File: config.mk
export PLATFORM = sky130hd
export DESIGN_NAME = smsq_top
export DESIGN_NICKNAME = d
export VERILOG_FILES = /design/src/core/smsq_pkg.sv /design/src/core/smsq_sync_if.sv /design/src/core/smsq_sync.sv /design/src/core/smsq_top.sv
export SDC_FILE = /design/constraint.sdc
export NUM_CORES = 1
export LEC_CHECK = 0
export BUFFER_PORTS_ARGS = -buffer_cell sky130_fd_sc_hd__buf_2
export CORE_ASPECT_RATIO = 2
export CORE_MARGIN = 2
export CORE_UTILIZATION = 40
export DETAILED_ROUTE_END_ITERATION = 6
export PLACE_DENSITY = 0.56
export REMOVE_ABC_BUFFERS = 1
export SETUP_SLACK_MARGIN = 0.02
export SKIP_LAST_GASP = 1
export SYNTH_ARGS = -nofsm -noshare
export SYNTH_HDL_FRONTEND = slang
export SYNTH_HIERARCHICAL = 1
export SYNTH_SLANG_ARGS = --single-unit
File: constraint.sdc
create_clock -name clk_i -period 3.15 [get_ports clk_i]
set_clock_uncertainty 0.1 [all_clocks]
set_input_delay 0.63 -clock clk_i [delete_from_list [all_inputs] [get_ports clk_i]]
set_output_delay 0.63 -clock clk_i [all_outputs]
set_load 0.02 [all_outputs]
File: src/core/smsq_pkg.sv
package smsq_pkg;
   // ********************************************
   // Timing.
   // ********************************************
   localparam int CLK_HZ = 100_000_000;
   localparam int DEAD_TIME_NS = 5_000;
   localparam int DEAD_CYC = (DEAD_TIME_NS * (CLK_HZ / 1_000_000) + 999) / 1000;
   localparam int REFRESH_MS = 64;
   localparam int REFRESH_CYC = REFRESH_MS * (CLK_HZ / 1000);
   localparam int BIAS_PULSE_CYC = 100;
   localparam int REF_WIN_CYC = 1000;
   localparam int SYNC_STAGES = 3;
   // ********************************************
   // Register map.
   // ********************************************
   localparam logic [3:0] OFS_CTRL = 4'h0;
   localparam logic [3:0] OFS_STATUS = 4'h4;
   localparam int CTRL_CHG_EN_BIT = 0;
   localparam logic [31:0] CTRL_RST = 32'h0000_0001;
   localparam int ST_GOOD_BIT = 0;
   localparam int ST_OV_BIT = 1;
   localparam int ST_UV_BIT = 2;
   localparam int ST_HOT_BIT = 3;
   localparam int ST_BOOST_BIT = 4;
   localparam int ST_STORE_BIT = 5;
   localparam int ST_PRI_BIT = 6;
   localparam int ST_SEC_BIT = 7;
   localparam int ST_REFRESH_BIT = 8;
endpackage : smsq_pkg

File: src/core/smsq_sync_if.sv
`timescale 1ns/1ps
// Synchronised comparator levels shared between the filter and the core.
interface smsq_sync_if;
   logic [3:0] raw;
   logic [3:0] clean;
   modport filt (input raw, output clean);
   modport core (output raw, input clean);
endinterface : smsq_sync_if

File: src/core/smsq_sync.sv
`timescale 1ns/1ps
// Three-stage synchroniser; a level counts once stages two and three agree.
module smsq_sync (
   input wire logic clk_i,
   input wire logic rst_i,
   smsq_sync_if.filt s
);
   logic [3:0] st1_r;
   logic [3:0] st2_r;
   logic [3:0] st3_r;
   logic [3:0] clean_r;
   wire logic [3:0] agree = ~(st2_r ^ st3_r);

   // ********************************************
   // Sampling chain.
   // ********************************************
   always_ff @(posedge clk_i) begin
      if (rst_i) begin
         st1_r <= 4'h0;
         st2_r <= 4'h0;
         st3_r <= 4'h0;
         clean_r <= 4'h0;
      end else begin
         st1_r <= s.raw;
         st2_r <= st1_r;
         st3_r <= st2_r;
         clean_r <= (agree & st3_r) | (~agree & clean_r);
      end
   end

   assign s.clean = clean_r;
endmodule : smsq_sync

File: src/core/smsq_top.sv
// The address map and the Wishbone register port are this design's own decisions.
`timescale 1ns/1ps
module smsq_top (
   input wire logic clk_i,
   input wire logic rst_i,
   // Wishbone classic slave.
   input wire logic wb_cyc_i,
   input wire logic wb_stb_i,
   input wire logic wb_we_i,
   input wire logic [3:0] wb_adr_i,
   input wire logic [3:0] wb_sel_i,
   input wire logic [31:0] wb_dat_i,
   output logic [31:0] wb_dat_o,
   output logic wb_ack_o,
   // Comparators; the good and overvoltage ones are sampled only inside refresh, the rest continuously.
   input wire logic good_rise_cmp_i,
   input wire logic good_fall_cmp_i,
   input wire logic ov_cmp_i,
   input wire logic ov_release_cmp_i,
   input wire logic uv_cmp_i,
   input wire logic uv_hyst_cmp_i,
   input wire logic over_temp_i,
   input wire logic input_above_ref_i,
   input wire logic peak_current_i,
   // Outputs.
   output logic primary_gate_n_o,
   output logic secondary_gate_n_o,
   output logic low_side_on_o,
   output logic store_switch_on_o,
   output logic divider_bias_on_o,
   output logic ref_divider_on_o,
   output logic sample_hold_o,
   output logic battery_good_o
);
   // ********************************************
   // Synchronisers.
   // ********************************************
   smsq_sync_if sif ();
   // The continuously watched levels (temperature, undervoltage, input) pass through the
   // shared synchroniser; the refresh-sampled comparators use the local one below.
   assign sif.raw = {over_temp_i, uv_cmp_i, uv_hyst_cmp_i, input_above_ref_i};

   smsq_sync u_sync (
      .clk_i(clk_i),
      .rst_i(rst_i),
      .s(sif.filt)
   );

   wire logic temp_hot = sif.clean[3];
   wire logic uv_low = sif.clean[2];
   wire logic uv_high = sif.clean[1];
   wire logic in_above = sif.clean[0];

   // Local three-flop synchroniser for the sampled comparators and peak current.
   logic [4:0] cs1_r;
   logic [4:0] cs2_r;
   logic [4:0] cs3_r;
   logic [4:0] cmp_r;
   wire logic [4:0] cagree = ~(cs2_r ^ cs3_r);

   always_ff @(posedge clk_i) begin
      if (rst_i) begin
         cs1_r <= 5'h00;
         cs2_r <= 5'h00;
         cs3_r <= 5'h00;
         cmp_r <= 5'h00;
      end else begin
         cs1_r <= {peak_current_i, good_rise_cmp_i, good_fall_cmp_i, ov_cmp_i, ov_release_cmp_i};
         cs2_r <= cs1_r;
         cs3_r <= cs2_r;
         cmp_r <= (cagree & cs3_r) | (~cagree & cmp_r);
      end
   end

   wire logic peak_hit = cmp_r[4];
   wire logic good_above = cmp_r[3];
   wire logic good_below_n = cmp_r[2];
   wire logic ov_above = cmp_r[1];
   wire logic ov_release_above = cmp_r[0];

   // ********************************************
   // Register bus.
   // ********************************************
   logic [31:0] ctrl_r;
   logic ack_r;
   logic [31:0] rdat_r;
   wire logic bus_req = wb_cyc_i & wb_stb_i & ~ack_r;
   wire logic hit_ctrl = wb_adr_i == smsq_pkg::OFS_CTRL;
   wire logic hit_status = wb_adr_i == smsq_pkg::OFS_STATUS;
   wire logic [31:0] byte_mask = {{8{wb_sel_i[3]}}, {8{wb_sel_i[2]}},
                                  {8{wb_sel_i[1]}}, {8{wb_sel_i[0]}}};
   wire logic [31:0] ctrl_wr = (ctrl_r & ~byte_mask) | (wb_dat_i & byte_mask);
   wire logic chg_en = ctrl_r[smsq_pkg::CTRL_CHG_EN_BIT];
   logic [31:0] status_w;

   // Single registered ack one cycle after the request; unmapped addresses read zero and ignore writes.
   always_ff @(posedge clk_i) begin
      if (rst_i) begin
         ack_r <= 1'b0;
         rdat_r <= 32'h0000_0000;
         ctrl_r <= smsq_pkg::CTRL_RST;
      end else begin
         ack_r <= bus_req;
         if (bus_req && wb_we_i && hit_ctrl) begin
            ctrl_r <= {31'h0000_0000, ctrl_wr[smsq_pkg::CTRL_CHG_EN_BIT]};
         end
         rdat_r <= hit_ctrl ? ctrl_r : (hit_status ? status_w : 32'h0000_0000);
      end
   end

   // ********************************************
   // Reference refresh timer.
   // ********************************************
   typedef enum logic [1:0] {SMSQ_IDLE, SMSQ_BIAS, SMSQ_REF} smsq_ref_t;
   smsq_ref_t ref_st_r;
   logic [31:0] period_cnt_r;
   logic [15:0] phase_cnt_r;
   logic good_held_r;
   logic ov_held_r;
   logic ov_rel_held_r;
   logic good_fall_held_r;
   logic decided_r;
   wire logic period_end = period_cnt_r == 32'(smsq_pkg::REFRESH_CYC - 1);

   // Only the bias pulse and the refresh window draw divider current; outside them the held values rule.
   always_ff @(posedge clk_i) begin
      if (rst_i) begin
         ref_st_r <= SMSQ_IDLE;
         period_cnt_r <= 32'h0000_0000;
         phase_cnt_r <= 16'h0000;
         good_held_r <= 1'b0;
         good_fall_held_r <= 1'b0;
         ov_held_r <= 1'b0;
         ov_rel_held_r <= 1'b0;
         decided_r <= 1'b0;
      end else begin
         period_cnt_r <= period_end ? 32'h0000_0000 : period_cnt_r + 32'h0000_0001;
         unique case (ref_st_r)
            SMSQ_IDLE: begin
               phase_cnt_r <= 16'h0000;
               if (period_end || !decided_r) begin
                  ref_st_r <= SMSQ_BIAS;
               end
            end
            SMSQ_BIAS: begin
               phase_cnt_r <= phase_cnt_r + 16'h0001;
               if (phase_cnt_r == 16'(smsq_pkg::BIAS_PULSE_CYC - 1)) begin
                  phase_cnt_r <= 16'h0000;
                  ref_st_r <= SMSQ_REF;
               end
            end
            SMSQ_REF: begin
               phase_cnt_r <= phase_cnt_r + 16'h0001;
               if (phase_cnt_r == 16'(smsq_pkg::REF_WIN_CYC - 1)) begin
                  good_held_r <= good_above;
                  good_fall_held_r <= good_below_n;
                  ov_held_r <= ov_above;
                  ov_rel_held_r <= ov_release_above;
                  decided_r <= 1'b1;
                  ref_st_r <= SMSQ_IDLE;
               end
            end
            // The fourth code of the two-bit state is unused; recover to idle.
            default: begin
               ref_st_r <= SMSQ_IDLE;
            end
         endcase
      end
   end

   // ********************************************
   // Hysteretic decisions.
   // ********************************************
   logic good_r;
   logic ov_stop_r;
   logic hot_r;
   logic store_r;

   // Thermal hysteresis is in the sensor; the comparator clears 5 C below trip.
   always_ff @(posedge clk_i) begin
      if (rst_i) begin
         good_r <= 1'b0;
         ov_stop_r <= 1'b0;
         hot_r <= 1'b0;
         store_r <= 1'b0;
      end else begin
         if (good_held_r) begin
            good_r <= 1'b1;
         end else if (!good_fall_held_r) begin
            good_r <= 1'b0;
         end
         if (ov_held_r) begin
            ov_stop_r <= 1'b1;
         end else if (!ov_rel_held_r) begin
            ov_stop_r <= 1'b0;
         end
         hot_r <= temp_hot;
         if (uv_low) begin
            store_r <= 1'b0;
         end else if (uv_high) begin
            store_r <= 1'b1;
         end
      end
   end

   // ********************************************
   // Boost burst gating.
   // ********************************************
   wire logic boost_ok = chg_en & ~hot_r & ~ov_stop_r & decided_r;
   logic low_side_r;

   // The low side stays on until the peak current limit or a loss of boost_ok ends the pulse.
   always_ff @(posedge clk_i) begin
      if (rst_i) begin
         low_side_r <= 1'b0;
      end else if (!boost_ok || peak_hit) begin
         low_side_r <= 1'b0;
      end else if (in_above) begin
         low_side_r <= 1'b1;
      end
   end

   // ********************************************
   // Gate changeover.
   // ********************************************
   typedef enum logic [1:0] {SMSQ_OFF, SMSQ_PRI, SMSQ_SEC, SMSQ_DEAD} smsq_mux_t;
   smsq_mux_t mux_st_r;
   logic [15:0] dead_cnt_r;
   logic target_sec_r;
   logic pri_n_r;
   logic sec_n_r;
   wire logic dead_done = dead_cnt_r == 16'(smsq_pkg::DEAD_CYC - 1);

   // Both gates go high first; the new gate only drops after the dead time.
   always_ff @(posedge clk_i) begin
      if (rst_i) begin
         mux_st_r <= SMSQ_OFF;
         dead_cnt_r <= 16'h0000;
         target_sec_r <= 1'b0;
         pri_n_r <= 1'b1;
         sec_n_r <= 1'b1;
      end else begin
         unique case (mux_st_r)
            SMSQ_OFF: begin
               // The good flag follows its capture one edge later, so wait until it
               // has caught up; otherwise the first choice could pick the wrong gate.
               if (decided_r && good_r == good_held_r) begin
                  target_sec_r <= good_r;
                  dead_cnt_r <= 16'h0000;
                  mux_st_r <= SMSQ_DEAD;
               end
            end
            SMSQ_PRI, SMSQ_SEC: begin
               if (good_r != (mux_st_r == SMSQ_SEC)) begin
                  pri_n_r <= 1'b1;
                  sec_n_r <= 1'b1;
                  target_sec_r <= good_r;
                  dead_cnt_r <= 16'h0000;
                  mux_st_r <= SMSQ_DEAD;
               end
            end
            SMSQ_DEAD: begin
               dead_cnt_r <= dead_cnt_r + 16'h0001;
               if (dead_done) begin
                  pri_n_r <= target_sec_r;
                  sec_n_r <= ~target_sec_r;
                  mux_st_r <= target_sec_r ? SMSQ_SEC : SMSQ_PRI;
               end
            end
         endcase
      end
   end

   // ********************************************
   // Status and outputs.
   // ********************************************
   assign status_w = {23'h000000, ref_st_r != SMSQ_IDLE, sec_n_r, pri_n_r, store_r,
                      low_side_r, hot_r, uv_low, ov_stop_r, good_r};

   always_ff @(posedge clk_i) begin
      if (rst_i) begin
         divider_bias_on_o <= 1'b0;
         ref_divider_on_o <= 1'b0;
         sample_hold_o <= 1'b0;
      end else begin
         divider_bias_on_o <= ref_st_r == SMSQ_BIAS;
         ref_divider_on_o <= ref_st_r == SMSQ_REF;
         sample_hold_o <= ref_st_r == SMSQ_REF;
      end
   end

   assign wb_ack_o = ack_r;
   assign wb_dat_o = rdat_r;
   assign primary_gate_n_o = pri_n_r;
   assign secondary_gate_n_o = sec_n_r;
   assign low_side_on_o = low_side_r;
   assign store_switch_on_o = store_r;
   assign battery_good_o = good_r;
endmodule : smsq_top

# Word-level counts from Yosys, hierarchy flattened
# Index checks and enable logic that the tools add are counted.
[totals]
output_inout_bits = 41
register_bits = 153
in_bits = 54
elab_cells = 136
[op_classes]
n_reduce_logical = 26
bitwise = 26
mux = 28
n_eq_ne = 20
n_addsub = 3
[op_table]
columns = ["operator", "n"]
rows = [
  ["16-bit one-hot mux with 3 select lines", 2],
  ["16-bit two-way mux", 3],
  ["16-bit by 1-bit adder with 16-bit output (second input constant)", 2],
  ["32-bit by 1-bit adder with 32-bit output (second input constant)", 1],
  ["32-bit by 23-bit == test with 1-bit output (second input constant)", 1],
  ["16-bit by 10-bit == test with 1-bit output (second input constant)", 1],
  ["16-bit by 7-bit == test with 1-bit output (second input constant)", 1],
  ["16-bit by 9-bit == test with 1-bit output (second input constant)", 1],
  ["2-bit inequality test (second input constant)", 8],
  ["2-bit two-way mux", 7],
  ["2-bit one-hot mux with 3 select lines", 2],
  ["3-bit AND reduction", 4],
  ["1-bit two-way mux", 11],
  ["5-bit bitwise AND", 2],
  ["5-bit NOT", 2],
  ["2-bit OR reduction", 5],
  ["4-bit bitwise AND", 2],
  ["4-bit NOT", 2],
  ["1-bit bitwise AND", 7],
  ["2-bit == test (second input constant)", 3],
  ["1-bit NOT", 6],
  ["1-bit one-hot mux with 2 select lines", 3],
  ["2-bit nonzero test", 3],
  ["5-bit bitwise OR", 1],
  ["other kinds (16)", 23],
]

# Logic depth before layout (Yosys ltp)
# Gate-level depths: netlist (run 1).
[depth]
word_depth = 7
mapped_depth = 8
mapped_depth_nobuf = 7

# Cells and area by module
# The synthesis (run 1) kept the hierarchy.
[modules_own_cells]
columns = ["mod", "n_inst", "cells_per_inst", "area_each_um2"]
rows = [
  ["smsq_top", 1, 571, 5104.9],
  ["smsq_sync", 1, 41, 486.7],
]

# Least setup slack after synthesis (run 1)
# Ideal clock, no wire load.
[synth_path]
kind = "reg-to-reg"
start = "register mux_st_r[1]"
end = "register dead_cnt_r[15]"
setup_time_ps = 71
n_path_buf = 0
synth_period_minus_slack_ps = 2341
path_stages_with_launch = 8
required_ps = 2979
arrival_time_ps = 2171
path_slack_ps = 809
path_cell_list = "dfxtp_1 > inv_1 > ha_1 > and2_1 > or3b_2 > a2111oi_2 > or4b_1 > a21oi_1"
[synth_between]
elab_chain_len = 4
[synth_lines]
columns = ["element", "line", "source"]
rows = [
  ["from (decl)", "smsq_top.sv:227", "smsq_mux_t mux_st_r;"],
  ["from (signal assigned)", "smsq_top.sv:267", "mux_st_r <= target_sec_r ? SMSQ_SEC : SMSQ_PRI;"],
  ["2-bit == test or 2-bit by 1-bit == test with 1-bit output (tied branches)", "smsq_top.sv:243, smsq_top.sv:254", ""],
  ["1-bit inequality test or 2-bit OR reduction (tied branches)", "smsq_top.sv:254, smsq_top.sv:243", ""],
  ["2-bit inequality test (no line)", "n/a", ""],
  ["2-bit AND reduction (no line)", "n/a", ""],
  ["to (signal assigned)", "smsq_top.sv:263", "dead_cnt_r <= dead_cnt_r + 16'h0001;"],
  ["to (decl)", "smsq_top.sv:228", "logic [15:0] dead_cnt_r;"],
]
# Parallel ways exist; a longest one is shown, timed or not.
# A chain may end at the register's enable or synchronous reset.

# Worst setup path after layout (run 1)
[layout_path]
start = "register mux_st_r[1]"
end = "register dead_cnt_r[14]"
# The elaborated chain is that of the path after synthesis.

==> results of run 1 <==
-- stage by stage --
stage	setup slack, ns	hold slack, ns	cell area [um2]	instances
after floorplan	0.3672	0.2885	5393	591
final	0.4127	0.3121	6487	857
after detailed placement	0.4047	0.3129	5874	825
after global placement	0.4914	0.3007	5874	825
after global routing	0.1406	0.3083	6487	857
after CTS	0.3853	0.3057	6487	857
-- worst max path at each step --
| stage | endpoint | depth (start not counted) | slack, ns |
|---|---|---|---|
| 2_1_floorplan | dead_cnt_r[0] | 7 | 0.37 |
| 3_3_place_gp | dead_cnt_r[14] | 7 | 0.49 |
| 3_5_place_dp | dead_cnt_r[14] | 7 | 0.40 |
| 4_1_cts | dead_cnt_r[14] | 7 | 0.39 |
| 5_1_grt | dead_cnt_r[14] | 7 | 0.14 |
| 6_report | dead_cnt_r[14] | 7 | 0.41 |
-- worst max-delay path, stage by stage (launching register included) --
cell	delay (ns)
dfxtp_1	0.41
inv_1	0.09
ha_1	0.29
and2_1	0.14
o21ai_0	0.37
nand4_1	0.48
or4_1	0.63
a21oi_1	0.16
-- layout make-up --
class,count,share of cell area
timing repair buffer,45,0.03780
clock inverter,15,0.02893
multi-input combinational,446,0.4214
clock buffer,17,0.06557
sequential,130,0.4012
tap,189,0.03645
inverter,15,0.008679
-- state kept, by name, indices dropped and copies added (netlist names), 5 cells and up, named ones only --
signal and flops:
period_cnt_r 32, dead_cnt_r 16, phase_cnt_r 16, wb_dat_o 9, cs1_r 5, cs2_r 5
cs3_r 5
-- power by group through the flow --
stage               sequential [mW]  combinational (mW)  clock (mW)
floorplan                      1.78               0.347           0
global placement               1.77               0.501           0
detailed placement             1.77               0.520           0
CTS                            1.74               0.523        2.06
global route                   1.74               0.582        2.14
finish                         1.74               0.517        2.02
-- logic make-up after synthesis --
group                    Yosys count  share of synthesized area
multiplexers                      12                    0.02238
XOR/XNOR                          39                    0.06109
AND/OR/NAND/NOR                  282                     0.2806
adder cells (fa/ha/maj)           10                    0.02238
buffers and inverters             58                    0.06041
flip-flops                       130                     0.4654
other                              1                  0.0006706
AO/OA/AOI/OAI                     80                    0.08704
-- synthesized netlist by cell type, types with 11 or more instances --
library cell  count  share of area
nor2_1           70          0.047
a21oi_1          32          0.029
nand2_1          42          0.028
mux2i_1          11          0.020
nand4_1          18          0.020
xor2_1           17          0.027
buf_4            27          0.036
nand3_1          26          0.023
or4_1            11          0.015
xnor2_1          22          0.034
nor2b_1          22          0.025
o21ai_0          21          0.019
inv_1            15          0.010
dfxtp_1         130           0.47
-- metal layers --
layer,track usage,routed length (um),vias up
met5,0,0,-
met4,0.07692,338,0
met3,0.04031,248,28
met2,0.3254,6720,54
met1,0.1409,4102,2028
li1,-,-,2170
==> flow_summary.yaml, run 1 <==
power_and_ir_drop:
  powerDensity_nw_per_um2: 658.4
  leakage_nw: 2.431
  sw_frac_of_total: 0.2743
  power_switching_mw: 1.171
  pwr-share-comb: 0.121
  vdd_drop_max_uv: 448.4
  power.total_mw: 4.271
  pwr-share-clk: 0.472
  intPower_mw: 3.100
  p_seq_frac: 0.407
worst_setup_path:
  r2r-start: "mux_st_r[1]"
  crit_path_max_fanout: 12
  worstPathArrival_ns: 2.98
  r2r_slack_ns: 0.41
  crit_start: "mux_st_r[1]"
  critPathRequiredTime_ns: 3.39
  start_kind: "flip-flop"
  criticalPathCategory: "flip-flop to flip-flop"
  crit_path_end_kind: "flip-flop"
  r2r_end: "dead_cnt_r[14]"
  reg2regPathDepth: 7
sta:
  slew_headroom: 0.4391
  worst_pin_slew_ns: 0.8396
  hold_viol_final: 0
  slew_violations: 0
  fin_setup_tns_ns: 0
  final.min_clock_period_ns: 2.737
  fin_crit_sh: 0.8690
  rsz0062_at_grt: "false"
  setup_violations: 0
  fmax_mhz: 365.3
route:
  avgRoutedWirePerCell_um: 13.31
  drt_iter0_markers: 126
  vias: 4280
  antenna_left: 0
  first_pass_iters: 4
  drt_wl_total_um: 11410
  drc: 0
  vias_per_cell: 4.994
clock_tree:
  clk-insertion-delay-late_ns: 0.41
  cts_tree: "yes"
  cts_resized: 0
  postCtsHoldBufs: 0
  postCtsSetupBuffers: 0
  htree_levels: 4
  cts_root_buffer: "clkbuf_16"
  clkTransAtPathRegs_ns: 0.06
  numCtsBuffers: 17
  ctsLongestPathBuffers: 2
  clock_sinks: 130
synth:
  synth_ff_type: "dfxtp_1"
  synth.cell_area_um2: 5592
  synth_edf_count: 0
  ys_ff_latch: 130
  postSynth.asyncResetShare: 0
  ys_warn_count: 6
  synth_cell_type_count: 59
  synthCells: 612
  synth_area_per_cell_um2: 9.137
  ys_seq_area_frac: 0.4654
place:
  portBuffers: 37
  dpl.hpwl_um: 8514
  place_congestion: 0.8477
grt:
  grt_max_degree: 32
  gr-usage-all-layers: 0.1621
  grt_pass1_wl_um: 19130
  antenna_found_initial: 0
  grt_pass1_vias: 4334
  overflow: 0
final_layout:
  n_fill_cell: 1371
  final_core_util: 0.4696
  multi_input_area_um2: 2734
  area_growth_pct: 16.02
  layout_commonest_cell: "dfxtp_1"
  final_cell_mix: "dfxtp_1 (130), nor2_1 (70), nand2_1 (42)"
  num_antenna_cells: 0
  finalNetCount: 719
  register_area_um2: 2603
  drive_above_1_share: 0.1557
hold_path:
  hold_path_class: "flip-flop to flip-flop"
  hold_depth: 1
  min_from: "hot_r"
  whs_endpoint: "low_side_on_o"
floorplan:
  dieArea_um2: 15000
  initial_core_util: 0.4048
  die_x_um: 87.61
  rows: 61
  die_h_um: 171.2
  io_pins: 95
  core_um2: 13810
run:
  maxCapViolations: 0
status:
  run_status: "completed"
No activity file was read; power rests on OpenSTA's default activity.
==> inputs of run 2 (changes only) <==
- CELL_PAD_IN_SITES_DETAIL_PLACEMENT: not set -> 0
- CELL_PAD_IN_SITES_GLOBAL_PLACEMENT: not set -> 2
- CORE_UTILIZATION: 40 -> 34
- PLACE_DENSITY: 0.56 -> 0.75
==> run 2 against run 1 <==
- via count rose by 0.56%
- total power fell by 1.2%
- final cell count rose by 2.2%
- die area rose by 17%
==> flow_summary.yaml, run 2 (synthesis gave the netlist of run 1 again) <==
worst_setup_path:
  start_kind: "flip-flop"
  crit_path_max_fanout: 5
  slowest_stage: "or4b_1"
  cpLargestDelayFamily: "simple AND/OR/NAND/NOR gates"
  criticalPathCategory: "flip-flop to flip-flop"
  worstPathArrival_ns: 2.90
  cp.buffers_inverters: 1
  critPathRequiredTime_ns: 3.39
  max_stage_delay_ns: 0.48
  crit_path_end_kind: "flip-flop"
  path_cells: "inv_1 > ha_1 > and2_1 > or3b_2 > a2111oi_2 > or4b_1 > a21oi_1"
floorplan:
  rows: 66
  io_pins: 95
  dieArea_um2: 17550
  initial_core_util: 0.3455
  core_um2: 16190
  die_h_um: 185.4
  die_x_um: 94.68
route:
  avgRoutedWirePerCell_um: 13.77
  drt_iter0_markers: 112
  drc: 0
  drt_wl_total_um: 12060
  vias: 4304
  antenna_left: 0
  first_pass_iters: 4
  vias_per_cell: 4.913
sta:
  setup_violations: 0
  final.min_clock_period_ns: 2.666
  fin_setup_tns_ns: 0
  hold_viol_final: 0
  rsz0062_at_grt: "false"
  worst_pin_slew_ns: 0.6686
  slew_headroom: 0.5502
  fmax_mhz: 375.2
  slew_violations: 0
  fin_crit_sh: 0.8462
final_layout:
  num_antenna_cells: 0
  final_cell_mix: "dfxtp_1 (130), nor2_1 (70), nand2_1 (42)"
  regMostFlops: "period_cnt_r"
  layout_commonest_cell: "dfxtp_1"
  finalNetCount: 723
  reg_top3: "period_cnt_r (32), dead_cnt_r (16), phase_cnt_r (16)"
  area_growth_pct: 16.29
  drive_above_1_share: 0.1592
  largest_reg_flops: 32
status:
  run_status: "completed"
power_and_ir_drop:
  powerDensity_nw_per_um2: 649.0
  p_seq_frac: 0.412
  power_switching_mw: 1.141
  vdd_drop_max_uv: 360.1
  power.total_mw: 4.220
  leakage_nw: 2.436
  intPower_mw: 3.079
  pwr-share-clk: 0.461
  sw_frac_of_total: 0.2704
  pwr-share-comb: 0.127
grt:
  gr-usage-all-layers: 0.1474
  grt_pass1_wl_um: 20150
  antenna_found_initial: 0
  grt_pass1_vias: 4285
  overflow: 0
  grt_max_degree: 34
place:
  place_congestion: 0.7387
  portBuffers: 37
  dpl.hpwl_um: 8743
clock_tree:
  clkTransAtPathRegs_ns: 0.06
  clock_sinks: 130
  ctsLongestPathBuffers: 2
  postCtsHoldBufs: 0
  cts_resized: 0
  numCtsBuffers: 17
  postCtsSetupBuffers: 0
  cts_root_buffer: "clkbuf_16"
  cts_tree: "yes"
  clk-insertion-delay-late_ns: 0.41
  htree_levels: 4
run:
  maxCapViolations: 0
hold_path:
  hold_path_class: "primary input to flip-flop"
-- run 2: path summary, 6_finish.rpt --
kind / from / end / slack, ns / depth (start not counted)
hold reg to reg: cs1_r[0] / cs2_r[0] / 0.34 / 1
setup / recovery: mux_st_r[1] / dead_cnt_r[15] / 0.48 / 7
hold / removal: good_rise_cmp_i / cs1_r[3] / 0.33 / 2
setup reg to reg: mux_st_r[1] / dead_cnt_r[15] / 0.48 / 7
-- run 2: worst register-to-register path, delay by kind of cell, from the launching register on --
kind                     cells  cell delay, ns
AND/OR/NAND/NOR              3            1.08
AO/OA/AOI/OAI                2            0.62
flip-flops                   1            0.43
adder cells (fa/ha/maj)      1            0.29
buffers and inverters        1            0.08
-- run 2: cell type report --
class	instances	area [um2]
clock buffer	18	429.2
inverter	15	56.30
sequential	130	2603
clock inverter	14	150.1
multi-input combinational	446	2734
tap	204	255.2
timing repair buffer	49	275.3
fill	1702	9683
-- run 2: per-stage QoR --
stage | instance area [um2] | util | setup WS, ns | hold WS (ns) | cells
after floorplan | 5393 | - | 0.3672 | 0.2885 | 591
after CTS | 6502 | 0.4017 | 0.4775 | 0.3105 | 876
after global placement | 5923 | 0.3660 | 0.5449 | 0.3184 | 844
final | 6502 | 0.4017 | 0.4845 | 0.3254 | 876
after detailed placement | 5923 | 0.3660 | 0.5071 | 0.3260 | 844
after global routing | 6502 | 0.4017 | 0.3156 | 0.3132 | 876
-- run 2: power groups by stage --
stage	logic, mW	clock network, mW	registers, mW
final	0.536	1.94	1.74
after global routing	0.602	2.07	1.74
after global placement	0.525	0	1.77
after detailed placement	0.539	0	1.77
after CTS	0.541	2.01	1.74
after floorplan	0.347	0	1.78
-- run 2: layer usage --
layer	global-route usage	up-vias	part of all wire
met4	0.06551	0	0.019
met3	0.03580	15	0.027
li1	-	2186	-
met5	0	-	0
met1	0.1418	2037	0.39
met2	0.2851	66	0.57
